==> src/hdl/acr_pkg.sv <==
// Package for the codec audio control register: address, fields, codes.
// Assumes a host write port of page, address and 16-bit data.
`default_nettype none

package acr_pkg;

  // ------------------------------------------------------------------
  // Location and reset
  // ------------------------------------------------------------------
  localparam logic [3:0] AUDIO_CONTROL_PAGE = 4'h2;
  localparam logic [5:0] AUDIO_CONTROL_ADDR = 6'h00;
  localparam logic [15:0] AUDIO_CONTROL_RESET = 16'hc003;

  // ------------------------------------------------------------------
  // Field positions (low bit of each field)
  // ------------------------------------------------------------------
  localparam int HPF_LSB = 14;
  localparam int LSRC_LSB = 12;
  localparam int RSRC_LSB = 10;
  localparam int GAIN_LSB = 8;
  localparam int MCLK_LSB = 6;
  localparam int RATE_LSB = 2;
  localparam int FMT_LSB = 0;

  // ------------------------------------------------------------------
  // Decoded settings
  // ------------------------------------------------------------------
  typedef enum logic [1:0] {
    HPF_BYPASS, HPF_CORNER_0P1, HPF_CORNER_78U, HPF_CORNER_19U
  } acr_hpf_t;

  typedef enum logic [1:0] {
    SRC_MIC, SRC_LEFT_LINE, SRC_RIGHT_LINE, SRC_LINE_AVG
  } acr_src_t;

  typedef enum logic [1:0] {
    GAIN_0DB, GAIN_6DB, GAIN_12DB
  } acr_gain_t;

  typedef enum logic [1:0] {
    RATIO_256, RATIO_384, RATIO_512
  } acr_ratio_t;

  typedef enum logic [3:0] {
    FS_48K, FS_44K1, FS_32K, FS_24K, FS_22K05, FS_16K, FS_12K, FS_11K05,
    FS_8K, FS_INVALID
  } acr_rate_t;

  typedef enum logic [1:0] {
    JUST_RIGHT, JUST_LEFT, JUST_I2S
  } acr_just_t;

  // Word length in bits, justification per direction
  typedef struct packed {
    logic [4:0] playWidth;
    acr_just_t playJust;
    logic [4:0] recWidth;
    acr_just_t recJust;
  } acr_format_t;

  typedef struct packed {
    acr_hpf_t highpassCorner;
    acr_src_t leftRecordSource;
    acr_src_t rightRecordSource;
    acr_gain_t preampGain;
    acr_ratio_t masterClockRatio;
    logic [3:0] pllRateCode;
    acr_rate_t sampleRate;
    acr_format_t wordFormat;
  } acr_config_t;

  localparam logic [4:0] WIDTH_16 = 5'h10;
  localparam logic [4:0] WIDTH_20 = 5'h14;

endpackage : acr_pkg

`default_nettype wire

==> src/hdl/acr_audio_control.sv <==
// Audio control register of the codec, with its decoded settings.
// Assumes the host write port is already in the sys_clk domain.
// Rate codes 9 to 15 are stored as written and flagged, never refused.
// Unmapped reads answer zero; a write wins over a read in one cycle.
//
// Contract
// 16-bit register at address 00h, page 2, fields MSB down to bit 0.
// Bits 15:14 pick high-pass: bypass, 0.1, 0.000078, 0.000019 Fs.
// Bits 13:12 route left record converter: mic, left, right, average.
// Bits 11:10 route right record converter with the same encoding.
// Bits 9:8 preamp gain: 00 and 01 0 dB, 10 6 dB, 11 12 dB.
// Bits 7:6 master clock ratio: 256, 384, 512, 256 again.
// Bits 5:2 sample-rate code passed straight to the clock PLL.
// Rate codes 0 to 8 decode 48 down to 8 kHz.
// Host never writes rate codes 1001 to 1111; the block stores and flags them, and the bench writes 1001.
// Format 00 16-bit right/left, 01 20-bit right/left, MSB first.
// Format 10 20-bit left both ways; 11 20-bit I2S, default.
// Reset value is 0xC003, all field defaults.
`default_nettype none

module acr_audio_control
  import acr_pkg::*;
(
  input wire logic sys_clk,
  input wire logic srst,
  input wire logic hostWrite,
  input wire logic hostRead,
  input wire logic [3:0] hostPage,
  input wire logic [5:0] hostAddr,
  input wire logic [15:0] hostWriteData,
  output logic [15:0] hostReadData,
  output logic hostHit,
  output logic rateInvalid,
  output acr_config_t codecConfig
);

  // ------------------------------------------------------------------
  // Decode helpers
  // ------------------------------------------------------------------
  function automatic logic isOurs(input logic [3:0] page,
                                  input logic [5:0] addr);
    isOurs = (page == AUDIO_CONTROL_PAGE) &&
             (addr == AUDIO_CONTROL_ADDR);
  endfunction

  // Codes above 8 are undefined; flagged, never guessed
  function automatic acr_rate_t rateOf(input logic [3:0] code);
    case (code)
      4'h0: rateOf = FS_48K;
      4'h1: rateOf = FS_44K1;
      4'h2: rateOf = FS_32K;
      4'h3: rateOf = FS_24K;
      4'h4: rateOf = FS_22K05;
      4'h5: rateOf = FS_16K;
      4'h6: rateOf = FS_12K;
      4'h7: rateOf = FS_11K05;
      4'h8: rateOf = FS_8K;
      default: rateOf = FS_INVALID;
    endcase
  endfunction

  // ------------------------------------------------------------------
  // Field decoders
  // ------------------------------------------------------------------
  // Corner or bypass straight from the two filter bits
  function automatic acr_hpf_t hpfOf(input logic [1:0] code);
    case (code)
      2'h0: hpfOf = HPF_BYPASS;
      2'h1: hpfOf = HPF_CORNER_0P1;
      2'h2: hpfOf = HPF_CORNER_78U;
      default: hpfOf = HPF_CORNER_19U;
    endcase
  endfunction

  // One encoding serves both record converters
  function automatic acr_src_t srcOf(input logic [1:0] code);
    case (code)
      2'h0: srcOf = SRC_MIC;
      2'h1: srcOf = SRC_LEFT_LINE;
      2'h2: srcOf = SRC_RIGHT_LINE;
      default: srcOf = SRC_LINE_AVG;
    endcase
  endfunction

  // Codes 00 and 01 both leave the preamp at unity
  function automatic acr_gain_t gainOf(input logic [1:0] code);
    case (code)
      2'h2: gainOf = GAIN_6DB;
      2'h3: gainOf = GAIN_12DB;
      default: gainOf = GAIN_0DB;
    endcase
  endfunction

  // Code 11 repeats the 256 ratio rather than adding a fourth
  function automatic acr_ratio_t ratioOf(input logic [1:0] code);
    case (code)
      2'h1: ratioOf = RATIO_384;
      2'h2: ratioOf = RATIO_512;
      default: ratioOf = RATIO_256;
    endcase
  endfunction

  // Named fields, so a reordered struct cannot swap play and record
  function automatic acr_format_t formatOf(input logic [1:0] code);
    acr_format_t fmt;
    fmt.playWidth = WIDTH_20;
    fmt.recWidth = WIDTH_20;
    fmt.playJust = JUST_I2S;
    fmt.recJust = JUST_I2S;
    case (code)
      2'h0: begin
        fmt.playWidth = WIDTH_16;
        fmt.recWidth = WIDTH_16;
        fmt.playJust = JUST_RIGHT;
        fmt.recJust = JUST_LEFT;
      end
      2'h1: begin
        fmt.playJust = JUST_RIGHT;
        fmt.recJust = JUST_LEFT;
      end
      2'h2: begin
        fmt.playJust = JUST_LEFT;
        fmt.recJust = JUST_LEFT;
      end
      default: begin
        fmt.playJust = JUST_I2S;
        fmt.recJust = JUST_I2S;
      end
    endcase
    return fmt;
  endfunction

  // One decoder for reset and run, so the two cannot drift apart
  function automatic acr_config_t decodeWord(input logic [15:0] word);
    acr_config_t cfg;
    cfg.highpassCorner = hpfOf(word[HPF_LSB +: 2]);
    cfg.leftRecordSource = srcOf(word[LSRC_LSB +: 2]);
    cfg.rightRecordSource = srcOf(word[RSRC_LSB +: 2]);
    cfg.preampGain = gainOf(word[GAIN_LSB +: 2]);
    cfg.masterClockRatio = ratioOf(word[MCLK_LSB +: 2]);
    cfg.pllRateCode = word[RATE_LSB +: 4];
    cfg.sampleRate = rateOf(word[RATE_LSB +: 4]);
    cfg.wordFormat = formatOf(word[FMT_LSB +: 2]);
    return cfg;
  endfunction

  // ------------------------------------------------------------------
  // Register storage
  // ------------------------------------------------------------------
  logic [15:0] audioControl;
  logic [15:0] next_audioControl;

  // Write takes effect on the edge the strobe is seen
  always_comb begin
    next_audioControl = audioControl;
    if (hostWrite && isOurs(hostPage, hostAddr)) begin
      next_audioControl = hostWriteData;
    end
  end

  // Reset loads the combined field defaults
  always_ff @(posedge sys_clk) begin
    if (srst) begin
      audioControl <= AUDIO_CONTROL_RESET;
    end else begin
      audioControl <= next_audioControl;
    end
  end

  // ------------------------------------------------------------------
  // Host answer
  // ------------------------------------------------------------------
  logic [15:0] next_hostReadData;
  logic next_hostHit;

  // A write shuts out a read in the same cycle, so hit means one access
  always_comb begin
    next_hostReadData = hostReadData;
    next_hostHit = 1'b0;
    if (hostWrite) begin
      next_hostHit = isOurs(hostPage, hostAddr);
    end else if (hostRead) begin
      next_hostHit = isOurs(hostPage, hostAddr);
      if (isOurs(hostPage, hostAddr)) begin
        next_hostReadData = audioControl;
      end else begin
        next_hostReadData = 16'h0000; // Unmapped reads return zero
      end
    end
  end

  // Hit pulses one cycle; read data holds until the next read
  always_ff @(posedge sys_clk) begin
    if (srst) begin
      hostReadData <= 16'h0000;
      hostHit <= 1'b0;
    end else begin
      hostReadData <= next_hostReadData;
      hostHit <= next_hostHit;
    end
  end

  // ------------------------------------------------------------------
  // Field decode
  // ------------------------------------------------------------------
  acr_config_t next_codecConfig;
  logic next_rateInvalid;
  logic [3:0] rateCode;

  assign rateCode = audioControl[RATE_LSB +: 4];

  // Decoded one cycle after the register, so outputs come from flops
  always_comb begin
    next_codecConfig = decodeWord(audioControl);
    next_rateInvalid = (rateOf(rateCode) == FS_INVALID);
  end

  // Reset codecConfig comes from the same decoder as the reset word; rateInvalid resets to 0
  always_ff @(posedge sys_clk) begin
    if (srst) begin
      codecConfig <= decodeWord(AUDIO_CONTROL_RESET);
      rateInvalid <= 1'b0;
    end else begin
      codecConfig <= next_codecConfig;
      rateInvalid <= next_rateInvalid;
    end
  end

endmodule // acr_audio_control

`default_nettype wire

==> config.mk <==
export PLATFORM = sky130hd
export DESIGN_NAME = acr_audio_control
export DESIGN_NICKNAME = d
export VERILOG_FILES = /design/src/hdl/acr_pkg.sv /design/src/hdl/acr_audio_control.sv
export SDC_FILE = /design/constraint.sdc
export NUM_CORES = 1
export LEC_CHECK = 0
export BUFFER_PORTS_ARGS = -buffer_cell sky130_fd_sc_hd__buf_4
export CAP_MARGIN = 0
export CORE_UTILIZATION = 49
export DETAILED_ROUTE_END_ITERATION = 10
export HOLD_SLACK_MARGIN = 0.15
export PLACE_DENSITY = 0.79
export SLEW_MARGIN = 20
export SYNTH_ARGS = -nofsm -noshare
export SYNTH_HDL_FRONTEND = slang
export SYNTH_SLANG_ARGS = --single-unit
export TNS_END_PERCENT = 10
==> constraint.sdc <==
create_clock -name sys_clk -period 1.55 [get_ports sys_clk]
set_clock_uncertainty 0.2 [all_clocks]
set_input_delay 0.155 -clock sys_clk [delete_from_list [all_inputs] [get_ports sys_clk]]
set_output_delay 0.155 -clock sys_clk [all_outputs]
set_load 0.01 [all_outputs]
==> flow_summary.ini <==
[run_status]
status = complete, no violations

[synthesis]
synth_area_per_cell_sq_um = 10.3
synth-compound-area-share = 0.0692
synthCells = 217
synthSimpleGateAreaFrac = 0.204
synth_seq_cells = 59
yosysWarnings = 0
synth_top_family_by_area = simple AND/OR/NAND/NOR gates
ys_seq_area_frac = 0.527
synth-adder-area-share = 0
ys_types = 28
synthMuxAreaShare = 0.0899
yosys.area_share.xor_xnor = 0
syn-cell-area_sq_um = 2240

[worst_setup_path]
cp_cell_sequence = dlygate4sd3_1, buf_4, nor2_1, dlygate4sd3_1, nor3_1
max_stage_delay_ns = 0.56
r2r_start = audioControl[3]
critPathArrivalTime_ns = 1.54
crit_path_end = hostHit
cp_common_cell = dlygate4sd3_1
cp_slowest_cell = dlygate4sd3_1
critical_path_class = in2reg
cp-start-kind = input pin
endpoint_kind = flip-flop
worstPathRequired_ns = 1.57
r2r_cells = 3
critPathLaunch = hostWrite
rrSetupSlack_ns = 0.36
crit_fanout = 4

[power]
power.switching_mw = 0.710
switching_share = 0.196
pwr-share-comb = 0.058
p_seq_frac = 0.418
p_int_mw = 2.92
clkPwrFrac = 0.524
leakagePower_nw = 1.53
powerDensity_nw_per_um2 = 1090
irDropWorstVdd_uv = 728

[timing]
hold_slack_ns = 0.0608
fin_crit_sh = 0.983
setup_ws_ns = 0.0263
slew_viol_final = 0
rsz0062_at_grt = false
finalSetupViolCount = 0
hold_violations = 0
min_period_ns = 1.52
timing.fmax_mhz = 656

[layout]
multi_input_area_sq_um = 843
fillers = 313
drive_gt1_frac = 0.307
finalNetCount = 344
area_growth_pct = 47.8
antenna-diode-count = 0
regArea_sq_um = 1180
final_cells = 371

[routing]
ant_nets = 0
drt_first_pass_iters = 4
vias = 1834
wl_microns = 4910
drc_errors = 0
detail_route.wl_per_cell_microns = 13.2
drt-initial-drc-count = 119
via_per_inst = 4.94

[clock_tree]
cts_tree = done
cts_buffers = 9
cts_htree_levels = 3
root_buffer = clkbuf_8
cts.path.max_buffers = 2
clkSlewWorstSetupHoldPaths_ns = 0.07
worstSkewPairLatency_ns = 0.34
hold_buffers = 28
cts_sinks = 59

[die]
io_pins = 80
core_sq_um = 4380
rows = 24
initial_core_util = 0.511
die_h_microns = 69.6
fp.dieW_microns = 69.6
die-area_sq_um = 4850

[placed_design]
hpwlAfterDp_microns = 2820
dpl_worst_slack_ns = -0.0496
place.gp.congestion = 0.715
place_inst = 327
portBuffers = 71

[flow_run]
maxCapViolCount = 0

[grt]
first_global_vias = 1689
grt_overflow = 0
antenna_found_initial = 0
grt_use_total = 0.213
grt_max_degree = 57
grt_pass1_wl_microns = 7760

[worst_hold_path]
worst_hold_path_type = in2reg
## layer usage
metal | track usage | routed length (microns)
met1 | 0.245 | 2060
met2 | 0.353 | 2440
met3 | 0.0523 | 282
met4 | 0.133 | 124
met5 | 0 | 0
## worst min path at each step
stage / startpoint / end / slack (ns) / cells past startpoint
finish: hostAddr[4] / hostHit / 0.06 / 5
global route: hostAddr[4] / hostHit / 0.09 / 5
CTS: hostAddr[4] / hostHit / 0.05 / 5
detailed placement: audioControl[7] / codecConfig[22] / 0.21 / 1
global placement: audioControl[7] / codecConfig[22] / 0.20 / 1
floorplan: hostWriteData[4] / flip-flop / 0.1 / 2
## cell families (layout without fill, tap and decap cells)
group | after synthesis | count (layout)
AO/OA/AOI/OAI | 21 | 21
AND/OR/NAND/NOR | 71 | 71
other | 2 | 8
buffers and inverters | 44 | 140
multiplexers | 20 | 20
flip-flops | 59 | 59
## per-stage QoR
stage / setup TNS, ns / cell area (sq um) / power (mW) / util
after global routing: 0 / 3310 / 3.72 / 0.755
after floorplan: 0 / 2260 / 1.64 / -
after global placement: -0.00931 / 2750 / 1.70 / 0.627
final: 0 / 3310 / 3.63 / 0.755
after detailed placement: -0.326 / 2750 / 1.70 / 0.627
after CTS: 0 / 3300 / 3.64 / 0.753
## power by group through the flow
stage	registers, mW	logic (mW)	clock network [mW]
global route	1.51	0.226	1.98
detailed placement	1.55	0.147	0
finish	1.52	0.211	1.90
global placement	1.55	0.145	0
floorplan	1.55	0.0859	0
CTS	1.52	0.205	1.92
## synthesized netlist by cell type (all sizes together)
cell,count,share of area
nand3,1,0.0045
clkbuf,6,0.010
inv,20,0.033
dfxtp,59,0.53
mux2i,19,0.085
nor3,2,0.0045
o31ai,12,0.042
nor3b,1,0.0034
and4,2,0.0084
nand2,5,0.0084
nand2b,25,0.070
nor2,16,0.027
buf,18,0.063
nor4,1,0.0095
mux2,1,0.0050
conb,2,0.0034
and4b,1,0.0045
nand3b,16,0.054
a21oi,3,0.0067
o21ai,2,0.0045
nor4b,1,0.011
o41ai,4,0.016
## registers in the layout (all words and copies together) (netlist names), named ones only
| signal | cells |
|---|---|
| hostHit | 1 |
| rateInvalid | 1 |
| codecConfig | 21 |
| audioControl | 16 |
| hostReadData | 16 |
## placed cells by master, fill, tap and decap left out, types with 2 or more instances in the layout
master	count
dlygate4sd3_1	24
nand2b_1	25
bufinv_16	4
nor3_1	2
nand3b_1	16
buf_4	75
dfxtp_1	59
nor2_1	16
o31ai_1	11
o41ai_1	4
nand2_1	5
dlymetal6s4s_1	4
conb_1	8
o21ai_0	2
inv_1	20
a21oi_1	3
mux2i_1	19
clkbuf_8	10
## worst max-delay path: cells and delay by family
kind | cells | cell delay, ns
buf+inv | 3 | 1.24
simple gates | 2 | 0.13
## repair_timing
| action | in CTS | in global routing |
|---|---|---|
| buffers inserted | 0 | 0 |
| gates resized for setup | 0 | 4 |
| hold endpoints to repair | 41 | 17 |
| endpoints found under the setup margin | 0 | 6 |
## area by class of cell
type | instances | share of cell area
clock buffer | 10 | 0.0416
clock inverter | 6 | 0.0412
inverter | 20 | 0.0227
multi-input combinational | 120 | 0.255
sequential | 59 | 0.357
tap | 52 | 0.0196
timing repair buffer | 104 | 0.264
Note: power is estimated with default switching activity, not from simulation.
